`src/rtl/swr_defs.svh`:
```
// Purpose: shared constants for the single-wire symbol link
// Assumes: 20 MHz clock on both ends
// Notes: offsets, field positions, reset values, timing counts
`ifndef SWR_DEFS_SVH
`define SWR_DEFS_SVH

// ==========================================================
// clock and symbol timing
`define SWR_CLK_HZ 20000000
`define SWR_RATE_MIN_HZ 300
`define SWR_RATE_MAX_HZ 19200
`define SWR_PER_MIN_CYC (`SWR_CLK_HZ / `SWR_RATE_MAX_HZ)
`define SWR_PER_MAX_CYC (`SWR_CLK_HZ / `SWR_RATE_MIN_HZ)
`define SWR_TIMEOUT_MS 100
`define SWR_TIMEOUT_CYC ((`SWR_CLK_HZ / 1000) * `SWR_TIMEOUT_MS)

// ==========================================================
// high-time bands and ack delays in sixteenths of the period
`define SWR_DELIM_LO 7
`define SWR_DELIM_HI 9
`define SWR_ZERO_LO 3
`define SWR_ZERO_HI 5
`define SWR_ONE_LO 11
`define SWR_ONE_HI 13
`define SWR_ACK_ON_16THS 4
`define SWR_ACK_OFF_16THS 28

// ==========================================================
// frame layout: 24 bits, msb first
`define SWR_FRAME_BITS 24
`define SWR_KEY 8'h95
`define SWR_REG_LOCK 8'h00
`define SWR_REG_CFG1 8'h01
`define SWR_REG_CFG2 8'h02
`define SWR_REG_CODE 8'h10
`define SWR_LOCK_RST 8'h00
`define SWR_CFG2_RST 5'h1f
`define SWR_CODE_RST 16'h0000
`define SWR_CFG1_RST_BIT 0
`define SWR_CFG1_SERR_LSB 3
`define SWR_SERR_SET 2'h1
`define SWR_SERR_CLR 2'h2
`define SWR_CFG2_ACK_EN_BIT 4
`define SWR_CFG2_CHAN_BIT 1

// ==========================================================
// host controller apb map
`define SWR_HOST_TX 8'h00
`define SWR_HOST_PER 8'h04
`define SWR_HOST_STAT 8'h08
`define SWR_HOST_PER_RST 18'h007d0
`define SWR_STAT_BUSY_BIT 0
`define SWR_STAT_ACK_BIT 1

`endif

```
`src/rtl/swr_pkg.sv`:
```
// Purpose: types shared by both ends of the symbol link
// Assumes: nothing
// Notes: one-hot encodings
package swr_pkg;
  typedef enum logic [1:0] {RX_HUNT = 2'b01, RX_BITS = 2'b10} swr_rx_state_t;
  typedef enum logic [2:0] {TX_IDLE = 3'b001, TX_SYM = 3'b010, TX_TAIL = 3'b100} swr_tx_state_t;
  typedef enum logic [3:0] {
    SYM_NONE = 4'b0001,
    SYM_DELIM = 4'b0010,
    SYM_ZERO = 4'b0100,
    SYM_ONE = 4'b1000
  } swr_sym_t;
endpackage : swr_pkg

```
`src/rtl/swr_link_if.sv`:
```
// Purpose: single-wire data line plus open-drain acknowledge
// Assumes: pull-up on the acknowledge wire
// Notes: ack_level low means acknowledge asserted
`timescale 1ns/1ps
interface swr_link_if;
  logic line;
  logic ack_out;
  logic ack_oe;
  logic ack_level;

  // open drain: wire low only while the device enables its driver
  assign ack_level = ack_oe ? ack_out : 1'b1;

  modport host (output line, input ack_level);
  modport dev (input line, output ack_out, output ack_oe);
endinterface : swr_link_if

```
`src/rtl/swr_device.sv`:
```
// Purpose: single-wire symbol receiver, lock register and acknowledge
// Assumes: line is asynchronous to MCLK
// Notes: frame = delimiter then 24 bits; byte 2 selects target
//
// Overview of operation
// - accept symbol rates 0.3 to 19.2 kHz
// - delimiter high time 7/16 to 9/16
// - zero high time 3/16 to 5/16
// - one high time 11/16 to 13/16
// - ack asserts 1/4 period after reference
// - ack releases 7/4 period after reference
// - timeout timer of nominally 100 ms
// - key 0x95 unlocks configuration registers
// - any other lock value relocks configuration
// - converter code updates only while locked
// - ack_en set: acknowledge each valid frame
// - valid frame clears error condition
//
// Chosen here: register access over APB.
`timescale 1ns/1ps
`include "swr_defs.svh"
module swr_device #(
  parameter int unsigned TIMEOUT_CYC = `SWR_TIMEOUT_CYC // timer length in cycles
) (
  input wire logic MCLK, // 20 MHz clock
  input wire logic ARST_N, // async reset, active low
  swr_link_if.dev LINK, // symbol line and ack
  output logic [15:0] DAC_CODE, // converter code
  output logic FAULT_FLAG, // error condition, high
  output logic INPUT_ECHO, // filtered line echo
  output logic CFG_UNLOCKED // configuration unlocked
);

  // ==========================================================
  // classification
  function automatic swr_pkg::swr_sym_t classify(input logic [17:0] p, input logic [17:0] h);
    logic [21:0] h16;
    logic [21:0] pp;
    h16 = {h, 4'h0};
    pp = {4'h0, p};
    if (p < 18'(`SWR_PER_MIN_CYC) || p > 18'(`SWR_PER_MAX_CYC)) begin
      return swr_pkg::SYM_NONE;
    end
    if (h16 >= pp * 22'(`SWR_DELIM_LO) && h16 <= pp * 22'(`SWR_DELIM_HI)) begin
      return swr_pkg::SYM_DELIM;
    end
    if (h16 >= pp * 22'(`SWR_ZERO_LO) && h16 <= pp * 22'(`SWR_ZERO_HI)) begin
      return swr_pkg::SYM_ZERO;
    end
    if (h16 >= pp * 22'(`SWR_ONE_LO) && h16 <= pp * 22'(`SWR_ONE_HI)) begin
      return swr_pkg::SYM_ONE;
    end
    return swr_pkg::SYM_NONE;
  endfunction : classify

  // ==========================================================
  // state
  logic [2:0] sync_q, sync_d;
  logic din_q, din_d;
  logic [17:0] per_q, per_d;
  logic [17:0] hi_q, hi_d;
  swr_pkg::swr_rx_state_t state_q, state_d;
  logic [4:0] bits_q, bits_d;
  logic [23:0] word_q, word_d;
  logic [7:0] lock_q, lock_d;
  logic [4:0] cfg2_q, cfg2_d;
  logic [15:0] code_q, code_d;
  logic err_q, err_d;
  logic [20:0] to_q, to_d;
  logic ack_run_q, ack_run_d;
  logic ack_q, ack_d;
  logic [21:0] ack_cnt_q, ack_cnt_d;
  logic [17:0] ack_per_q, ack_per_d;
  logic unlocked_q, unlocked_d;

  logic rise;
  logic fall;
  logic frame_ok;
  logic to_hit;
  logic unlocked;
  logic [23:0] new_word;
  logic [21:0] on_cyc;
  logic [21:0] off_cyc;
  logic [1:0] serr;
  swr_pkg::swr_sym_t sym;

  // ==========================================================
  // next-state logic
  always_comb begin
    // first stage feeds only the second; second and third must agree
    sync_d = {sync_q[1:0], LINK.line};
    din_d = (sync_q[1] == sync_q[2]) ? sync_q[2] : din_q;
    rise = din_d & ~din_q;
    fall = ~din_d & din_q;

    // period since last rise, high time latched at fall; saturate when idle
    per_d = rise ? 18'h00001 : ((per_q == 18'h3ffff) ? per_q : per_q + 18'h00001);
    hi_d = fall ? per_q : hi_q;
    sym = classify(per_q, hi_q);

    unlocked = (lock_q == `SWR_KEY);
    state_d = state_q;
    bits_d = bits_q;
    word_d = word_q;
    frame_ok = 1'b0;
    new_word = {word_q[22:0], (sym == swr_pkg::SYM_ONE)};
    to_hit = (to_q == 21'(TIMEOUT_CYC - 1));

    if (rise) begin
      case (sym)
        swr_pkg::SYM_DELIM: begin
          state_d = swr_pkg::RX_BITS;
          bits_d = 5'h00;
        end
        swr_pkg::SYM_ZERO, swr_pkg::SYM_ONE: begin
          if (state_q == swr_pkg::RX_BITS) begin
            word_d = new_word;
            bits_d = bits_q + 5'h01;
            if (bits_q == 5'(`SWR_FRAME_BITS - 1)) begin
              frame_ok = 1'b1;
              state_d = swr_pkg::RX_HUNT;
            end
          end
        end
        default: begin
          // out-of-band symbol: drop the partial frame and wait for a delimiter
          state_d = swr_pkg::RX_HUNT;
        end
      endcase
    end
    if (to_hit) begin
      state_d = swr_pkg::RX_HUNT;
    end

    // register updates carried by a completed frame
    lock_d = lock_q;
    cfg2_d = cfg2_q;
    code_d = code_q;
    serr = 2'h0;
    err_d = err_q;
    if (frame_ok) begin
      err_d = 1'b0;
      case (new_word[23:16])
        `SWR_REG_LOCK: begin
          lock_d = new_word[7:0];
        end
        `SWR_REG_CFG1: begin
          if (unlocked) begin
            serr = new_word[`SWR_CFG1_SERR_LSB +: 2];
            if (new_word[`SWR_CFG1_RST_BIT]) begin
              lock_d = `SWR_LOCK_RST;
              cfg2_d = `SWR_CFG2_RST;
              code_d = `SWR_CODE_RST;
              serr = `SWR_SERR_SET;
            end
          end
        end
        `SWR_REG_CFG2: begin
          if (unlocked) begin
            cfg2_d = new_word[4:0];
          end
        end
        `SWR_REG_CODE: begin
          if (!unlocked) begin
            code_d = new_word[15:0];
          end
        end
        default: begin
          // unknown target: frame still counts as valid
        end
      endcase
    end
    // registered so the unlocked output comes straight from a flop
    unlocked_d = (lock_d == `SWR_KEY);
    if (serr == `SWR_SERR_CLR) begin
      err_d = 1'b0;
    end
    // a set arriving with a clear wins
    if (serr == `SWR_SERR_SET || (to_hit && cfg2_q[`SWR_CFG2_CHAN_BIT])) begin
      err_d = 1'b1;
    end

    // timeout restarts on every valid frame and wraps after firing
    to_d = (frame_ok || to_hit) ? 21'h000000 : to_q + 21'h000001;

    // acknowledge window timed from the rise that completed the frame
    on_cyc = 22'(({4'h0, ack_per_q} * 22'(`SWR_ACK_ON_16THS)) >> 4);
    off_cyc = 22'(({4'h0, ack_per_q} * 22'(`SWR_ACK_OFF_16THS)) >> 4);
    ack_run_d = ack_run_q;
    ack_d = ack_q;
    ack_cnt_d = ack_cnt_q;
    ack_per_d = ack_per_q;
    if (frame_ok && cfg2_q[`SWR_CFG2_ACK_EN_BIT]) begin
      ack_run_d = 1'b1;
      ack_d = 1'b0;
      ack_cnt_d = 22'h000001;
      ack_per_d = per_q;
    end else if (ack_run_q) begin
      ack_cnt_d = ack_cnt_q + 22'h000001;
      if (ack_cnt_q == on_cyc) begin
        ack_d = 1'b1;
      end
      if (ack_cnt_q == off_cyc) begin
        ack_d = 1'b0;
        ack_run_d = 1'b0;
      end
    end
  end

  // ==========================================================
  // registers
  always_ff @(posedge MCLK or negedge ARST_N) begin
    if (!ARST_N) begin
      sync_q <= 3'h0;
      din_q <= 1'b0;
      per_q <= 18'h3ffff;
      hi_q <= 18'h00000;
      state_q <= swr_pkg::RX_HUNT;
      bits_q <= 5'h00;
      word_q <= 24'h000000;
      lock_q <= `SWR_LOCK_RST;
      cfg2_q <= `SWR_CFG2_RST;
      code_q <= `SWR_CODE_RST;
      err_q <= 1'b1;
      to_q <= 21'h000000;
      ack_run_q <= 1'b0;
      ack_q <= 1'b0;
      ack_cnt_q <= 22'h000000;
      ack_per_q <= 18'h00000;
      unlocked_q <= 1'b0;
    end else begin
      sync_q <= sync_d;
      din_q <= din_d;
      per_q <= per_d;
      hi_q <= hi_d;
      state_q <= state_d;
      bits_q <= bits_d;
      word_q <= word_d;
      lock_q <= lock_d;
      cfg2_q <= cfg2_d;
      code_q <= code_d;
      err_q <= err_d;
      to_q <= to_d;
      ack_run_q <= ack_run_d;
      ack_q <= ack_d;
      ack_cnt_q <= ack_cnt_d;
      ack_per_q <= ack_per_d;
      unlocked_q <= unlocked_d;
    end
  end

  // ==========================================================
  // outputs
  // open drain: the pin only ever pulls low
  assign LINK.ack_out = 1'b0;
  assign LINK.ack_oe = ack_q;
  assign DAC_CODE = code_q;
  assign FAULT_FLAG = err_q;
  assign INPUT_ECHO = din_q;
  assign CFG_UNLOCKED = unlocked_q;

endmodule : swr_device

```
`src/flat_wrapper.sv`:
```
// flat-port wrapper written by rule: the top's interface ports become plain ports
module swr_device_flat 
#(
  parameter int unsigned TIMEOUT_CYC = `SWR_TIMEOUT_CYC                          
)
  (MCLK, ARST_N, DAC_CODE, FAULT_FLAG, INPUT_ECHO, CFG_UNLOCKED, LINK_line, LINK_ack_out, LINK_ack_oe);
  swr_link_if LINK_i ();
  input wire logic MCLK;
  input wire logic ARST_N;
  output logic [15:0] DAC_CODE;
  output logic FAULT_FLAG;
  output logic INPUT_ECHO;
  output logic CFG_UNLOCKED;
  input wire logic [$bits(LINK_i.line)-1:0] LINK_line;
  output wire logic [$bits(LINK_i.ack_out)-1:0] LINK_ack_out;
  output wire logic [$bits(LINK_i.ack_oe)-1:0] LINK_ack_oe;
  assign LINK_i.line = LINK_line;
  assign LINK_ack_out = LINK_i.ack_out;
  assign LINK_ack_oe = LINK_i.ack_oe;
  swr_device #(.TIMEOUT_CYC(TIMEOUT_CYC)) u_core (.MCLK(MCLK), .ARST_N(ARST_N), .LINK(LINK_i), .DAC_CODE(DAC_CODE), .FAULT_FLAG(FAULT_FLAG), .INPUT_ECHO(INPUT_ECHO), .CFG_UNLOCKED(CFG_UNLOCKED));
endmodule
```
`config.mk`:
```
export PLATFORM = sky130hd
export DESIGN_NAME = swr_device_flat
export DESIGN_NICKNAME = d
export VERILOG_FILES = /design/src/rtl/swr_pkg.sv /design/src/rtl/swr_link_if.sv /design/src/rtl/swr_device.sv /design/src/flat_wrapper.sv
export VERILOG_INCLUDE_DIRS = /design/src /design/src/rtl
export SDC_FILE = /design/constraint.sdc
export NUM_CORES = 1
export LEC_CHECK = 0
export ABC_AREA = 1
export BUFFER_PORTS_ARGS = -buffer_cell sky130_fd_sc_hd__buf_4
export CAP_MARGIN = 5
export CORE_MARGIN = 10
export CORE_UTILIZATION = 60
export DETAILED_ROUTE_END_ITERATION = 8
export PLACE_DENSITY = 0.81
export SLEW_MARGIN = 30
export SYNTH_ARGS = -nofsm -noshare
export SYNTH_HDL_FRONTEND = slang
export SYNTH_SLANG_ARGS = --single-unit
```
`constraint.sdc`:
```
create_clock -name MCLK -period 6 [get_ports MCLK]
set_input_delay 0.6 -clock MCLK [delete_from_list [all_inputs] [get_ports MCLK]]
set_output_delay 0.6 -clock MCLK [all_outputs]
set_load 0.1 [all_outputs]
```
==> results.md, run 1 <==
- Initial antenna violation count: 0
- Mapped Area: 18100 um^2
- Final WL: 46.9 mm
- Worst-Skew Late Latency: 450 ps
- Share of cells above drive strength 1: 8.52%
- Least-Margin Pin Slew: 919 ps
- Vias in the first global route: 16022
- Max Slew Vio Count: 0
- CP Class: flop to flop
- Hold Crit Class: primary input to async pin
- Ys Warns: 0
- Routed Antenna Nets: 0
- Synth Register Bits: 161
- Fin cells: 2797
- Post-synthesis sequential area ratio: 22.4%
- Post-DP HPWL: 37.0 mm
- Reg area: 4080 um^2
- Worst path slowest cell: dfstp_4
- Max rail drop VDD: 0.000173 V
- CTS Buf Count: 17
- Crit start category: flop
- DR WL/cell: 16.8 um
- Arr. time, crit path: 6070 ps
- Placed Instances: 2733
- Top layer in use: met4
- Final net count: 2763
- Clock Sinks: 161
- Period utilization: 95.8%
- CP endpoint kind: flop
- Root buf cell: clkbuf_16
- Final hold slack: 238 ps
- Core area: 29700 um^2
- I/O pin count: 24
- Drt pass-1 iters: 7
- Die ar.: 37500 um^2
- Fill cells: 2415
- PD cells: 233 nW/um^2
- Post-Synthesis Cells: 2327
- Starting density of the core: 60.9%
- Run status: finished clean
- Critical path origin: u_core.per_q[2]
- Async SR Flop Fraction: 100%
- Reg-to-reg slack, setup: 250 ps
- Slew HR: 38.8%
- Mapped Nets: 2696
- Fraction of post-synthesis cell area in the top cell type by area: 19.6%
- Skew final: 17.4 ps
- TritonCTS clock tree: done
- ANT cells: 0
- Total gr overflow: 0
- Hold_buf cts: 0
- DRC: 0
- Synth area leader: ha_1
- Achievable Freq: 0.174 GHz
- WP data required: 6330 ps
- Synth area leaders: ha_1 (20%), dfrtp_1 (19%), nand2_1 (11%)
- Max Cap Viol: 0
- Crit Path Max Fanout: 6
- Chip Height: 194 um
- CP max stage delay: 680 ps
- CP endpoint: u_core.bits_q[2]
- Initial DRC count: 1139
- WL met3: 2.38 mm
- Layout area overhead: 9.28%
- Largest net degree at the start of global routing: 112
- Most used DFF post-synth: dfrtp_1
- Met2 wire length: 22.8 mm
- Total track usage: 24.6%
- Global-route wire length before repair: 77.7 mm
- Multi-input logic area: 12800 um^2
- Syn_area_per_cell: 7.78 um^2
- Post-synth EDFFs: 0
- Worst r2r src: u_core.per_q[2]
- R2R Path End: u_core.bits_q[2]
- FF-to-FF path depth: 30
- Hold Vio Cnt, Final: 0
- Via/cell ratio: 5.76
- Tmin final: 5750 ps
- Most frequent CP cell: nand2_1
- Wl on met1: 19.8 mm
- # port buffers: 22
- Clk pin slew, worst setup/hold paths: 70 ps
- Clock Path Buffers: 2
- Die Wd: 194 um
- Leak: 10.3 nW
- Synth cell types: 66
- Finish-stage setup viols: 0
- CTS H-tree lvls: 4
- Row cnt: 63
- Vias: 16120
- RePlAce Congestion: 0.980
## synth_stat cells, types with 3 or more instances
master,count
inv_1,327
nand2_2,8
dfstp_2,22
nor3_1,41
o21a_1,7
nand4_1,37
o22ai_1,6
a211oi_1,5
nor2_1,151
nand3_1,70
buf_2,4
o31ai_1,6
nor2_4,4
o31ai_2,14
nand3_2,4
ha_1,284
a21oi_1,171
o21ai_0,136
nor3b_1,8
o221ai_1,3
inv_2,5
a21o_1,12
nand2_1,515
and3_1,5
xnor2_1,59
a21boi_0,6
nor2_2,4
o21bai_1,11
nor3_2,7
o211ai_1,11
buf_4,4
dfrtp_1,139
a31oi_1,8
nand3b_1,3
xor2_1,73
fa_1,82
or2_2,3
o21ai_1,17
nor4_1,11
clkbuf_1,14
## per-stage QoR
stage / worst slack, ps / power (mW) / utilization, % / cell area [um^2] / TNS [ps]
4_1_cts: 50.8 / 4.42 / 65.4 / 19400 / 0
2_1_floorplan: 868 / 2.66 / - / 18100 / 0
3_5_place_dp: -151 / 3.26 / 63.3 / 18800 / -2050
6_report: 252 / 4.61 / 66.6 / 19800 / 0
5_1_grt: -71.5 / 4.96 / 66.6 / 19800 / -431
3_3_place_gp: 15.3 / 3.18 / 63.3 / 18800 / 0
## power breakdown
part | total (mW) | leakage (nW) | internal, mW | switching, mW
clock | 1.15 | 0.300 | 0.653 | 0.495
sequential | 1.23 | 2.15 | 1.13 | 0.0945
combinational | 2.24 | 7.86 | 0.836 | 1.40
## cell usage in the layout, fill, tap and decap left out, types with 11 or more instances in the layout
| master | count |
|---|---|
| dfstp_2 | 16 |
| dfrtp_1 | 139 |
| clkbuf_16 | 17 |
| inv_1 | 324 |
| nor3_1 | 40 |
| o21ai_1 | 29 |
| a21oi_1 | 168 |
| o21ai_0 | 123 |
| nor4_1 | 11 |
| a21o_1 | 12 |
| nand2_1 | 514 |
| o21bai_1 | 11 |
| nand4_1 | 37 |
| o31ai_2 | 14 |
| ha_1 | 283 |
| buf_4 | 70 |
| xnor2_1 | 57 |
| nor2_1 | 148 |
| nand3_1 | 70 |
| fa_1 | 82 |
| xor2_1 | 73 |
| o211ai_1 | 11 |
## flip-flops by register name (all words and copies together) (netlist names), 8 cells and up
register	flops
u_core.hi_q	18
u_core.per_q	18
u_core.to_q	21
u_core.word_q	23
u_core.ack_cnt_q	22
u_core.ack_per_q	18
u_core.DAC_CODE	16
u_core.lock_q	8
## metal layers
layer / up-vias / GRT usage, %
met3: 132 / 3.13
li1: 7853 / -
met5: - / 0
met2: 521 / 42.5
met1: 7614 / 30.3
met4: 0 / 10.6
## worst min path at each step
stage	endpoint	cells past startpoint	slack, ps
6_report	u_core.DAC_CODE[10]	1	240
3_3_place_gp	u_core.sync_q[2]	0	360
4_1_cts	u_core.DAC_CODE[15]	1	270
5_1_grt	u_core.sync_q[0]	1	270
2_1_floorplan	u_core.CFG_UNLOCKED	0	300
3_5_place_dp	u_core.sync_q[2]	0	380
## area by class of cell
type                       count  area share (%)
multi-input combinational   1807            64.5
sequential                   161            20.6
inverter                     333            6.40
timing repair buffer          74            2.90
tap                          390            2.47
clock buffer                  19            2.29
clock inverter                13           0.853
## what timing repair did
action | CTS | global route
pin swaps | 0 | 3
hold endpoints to repair | 0 | 0
endpoints found under the setup margin | 48 | 119
setup buffers | 0 | 32
resized for setup | 4 | 43
## cell families after synthesis
kind of cell             after synthesis  share of synthesized area, %
AO/OA/AOI/OAI                        427                          13.7
XOR/XNOR                             132                          6.38
adder cells (fa/ha/maj)              367                          28.7
buffers and inverters                359                          7.62
flip-flops                           161                          22.4
multiplexers                           1                        0.0553
other                                  1                        0.0207
AND/OR/NAND/NOR                      879                          21.1
## worst max-delay path: cells and delay by family, from the launching register on
kind	cells	cell delay, ps
buffers and inverters	4	560
adder cells (fa/ha/maj)	3	980
flip-flops	1	680
AND/OR/NAND/NOR	15	2040
AO/OA/AOI/OAI	8	1370
Note: power is estimated with default switching activity, not from simulation.
==> run 2, diff against run 1 <==
Clock period 6 ns to 7.1 ns, I/O delays scaled along.
==> results.md, run 2 (synthesis gave the netlist of run 1 again) <==
- Final WL: 46.3 mm (-1.4%)
- Critical path origin: u_core.per_q[3]
- Achievable Freq: 0.156 GHz (-10%)
- Starting density of the core: 60.9% (unchanged)
- Critical Path Stages: 35 (+17%)
- Share of cells above drive strength 1: 5.93% (-2.6 points)
- Row cnt: 63 (unchanged)
- RSZ-0062 raised after global routing: false
- Max Cap Viol: 0 (unchanged)
- Die Wd: 194 um (unchanged)
- TritonCTS clock tree: done
- ANT cells: 0 (unchanged)
- Worst slack at placement: 748 ps (+899 ps)
- Crit Path Max Fanout: 42 (+36)
- Skew final: 10.2 ps (-7.29 ps)
- Final net count: 2718 (-1.6%)
- Period utilization: 90.4% (-5.4 points)
- Worst path slowest cell: dfstp_2
- Fill cells: 2498 (+3.4%)
- CP endpoint kind: flop
- Vias: 15873 (-1.5%)
- Hold_buf cts: 0 (unchanged)
- DR WL/cell: 16.8 um (+0.22%)
- Post-CTS resize count: 0 (-4)
- Worst r2r src: u_core.per_q[3]
- Max Slew Vio Count: 0 (unchanged)
- Slew HR: 40.9% (+2.1 points)
- PD cells: 194 nW/um^2 (-17%)
- Most frequent CP cell: nand2_1
- Reg-to-reg slack, setup: 680 ps (+430 ps)
- Setup TNS: 0 ps (unchanged)
- Via/cell ratio: 5.77 (about the same)
- Most common cell after layout, fill and taps aside: nand2_1
- Placed Instances: 2720 (-0.48%)
- Power, Total: 3.75 mW (-19%)
- Final instance area: 19300 um^2 (-2.4%)
- CP max stage delay: 790 ps (+110 ps)
- Root buf cell: clkbuf_16
- Final worst slack: 680 ps (+428 ps)
- Max rail drop VDD: 0.000157 V (-9.2%)
- Routed Antenna Nets: 0 (unchanged)
- Run status: finished clean
- Initial antenna violation count: 0 (unchanged)
- Initial DRC count: 1404 (+23%)
- Layout area overhead: 6.67%
- Crit start category: flop
- # port buffers: 22 (unchanged)
- Clock Sinks: 161 (unchanged)
- Fin cells: 2752 (-1.6%)
- Total track usage: 24.4% (-0.24 points)
- Largest net degree at the start of global routing: 87 (-22%)
- Biggest regs: u_core.word_q x23, u_core.ack_cnt_q x22, u_core.to_q x21
- Hold Crit Class: primary input to async pin
- Finish-stage setup viols: 0 (unchanged)
- Placed cell area: 18700 um^2 (-0.61%)
- Clock Path Buffers: 2 (unchanged)
- Most flop-heavy register: u_core.word_q
- Global-route wire length before repair: 76.7 mm (-1.2%)
- # Post-CTS Setup Buffers: 0 (unchanged)
- Multi-input logic area: 12700 um^2 (-0.71%)
- Total gr overflow: 0 (unchanged)
- Vias in the first global route: 15752 (-1.7%)
- Post-DP HPWL: 36.8 mm (-0.38%)
- Core area: 29700 um^2 (unchanged)
- Arr. time, crit path: 6750 ps (+680 ps)
- WP data required: 7430 ps (+1100 ps)
- CP endpoint: u_core.DAC_CODE[6]
- Worst-Skew Late Latency: 440 ps (about the same)
- Least-Margin Pin Slew: 887 ps (-31.7 ps)
- Tmin final: 6420 ps (+672 ps)
- Hold Vio Cnt, Final: 0 (unchanged)
- Drt pass-1 iters: 6 (-1)
- RePlAce Congestion: 0.993 (+1.4%)
- Die ar.: 37500 um^2 (unchanged)
- FF-to-FF path depth: 35 (+17%)
- CTS H-tree lvls: 4 (unchanged)
- I/O pin count: 24 (unchanged)
- Commonest non-fill, non-tap cells in the layout: nand2_1 (515), inv_1 (327), ha_1 (284), a21oi_1 (171), nor2_1 (151)
- Leak: 10.1 nW (-2.3%)
- Family with the most delay on the worst path: simple AND/OR/NAND/NOR gates
- Max FFs per register: 23 (unchanged)
- CP Class: flop to flop
- CTS Buf Count: 17 (unchanged)
- Reg area: 4060 um^2 (-0.55%)
- Chip Height: 194 um (unchanged)
- Clk pin slew, worst setup/hold paths: 70 ps (about the same)
- Worst path buffer plus inverter count: 5 (+1)
- DRC: 0 (unchanged)
- R2R Path End: u_core.DAC_CODE[6]
-- run 2: cell count changes in the layout (fill, tap and decap cells not counted), sizes merged --
cell,delta
bufinv,+1
clkbuf,-2
inv,+4
clkinv,-1
clkinvlp,-3
buf,-44
-- run 2: how the worst min path moves through the flow --
| stage | from | to | slack [ps] | depth (start not counted) |
|---|---|---|---|---|
| 2_1_floorplan | u_core.sync_q[0] | u_core.sync_q[1] | 330 | 0 |
| 4_1_cts | ARST_N | u_core.DAC_CODE[12] | 360 | 1 |
| 5_1_grt | LINK_line | u_core.sync_q[0] | 360 | 1 |
| 3_3_place_gp | u_core.sync_q[1] | u_core.sync_q[2] | 370 | 0 |
| 6_report | ARST_N | u_core.word_q[11] | 320 | 1 |
| 3_5_place_dp | u_core.sync_q[1] | u_core.sync_q[2] | 370 | 0 |
-- run 2: final cells by class --
| type | instances | share of cell area, % |
|---|---|---|
| well taps | 390 | 2.53 |
| inverters | 333 | 6.48 |
| clock inverters | 14 | 1.00 |
| multi-input cells | 1807 | 65.6 |
| flip-flops and latches | 161 | 21.0 |
| clock buffers | 18 | 2.22 |
| repair buffers | 29 | 1.17 |
-- run 2: worst reg2reg max path: cells and delay by family (launching register included) --
| kind | cells | cell delay [ps] |
|---|---|---|
| DFF | 1 | 790 |
| AOI/OAI and AO/OA | 7 | 1450 |
| xor gates and xnor gates | 1 | 370 |
| buffers and inverters | 5 | 750 |
| and+or+nand+nor | 18 | 1800 |
| adders and majority gates | 4 | 1150 |
-- run 2: metal layers --
| metal | global-route usage [%] | wire [um] |
|---|---|---|
| met5 | 0 | 0 |
| met4 | 10.9 | 1940 |
| met3 | 2.25 | 2240 |
| met2 | 42.3 | 22900 |
| met1 | 30.1 | 19200 |
-- run 2: report_power, final --
group          internal (mW)  switching [mW]
combinational          0.608            1.11
clock                  0.568           0.416
sequential             0.952          0.0981
total                   2.13            1.62
-- run 2: stage by stage --
step                      util, %  hold WS, ps
after floorplan                 -          331
after detailed placement     62.9          373
final                        65.0          316
after CTS                    65.0          357
after global routing         65.0          363
after global placement       62.9          371
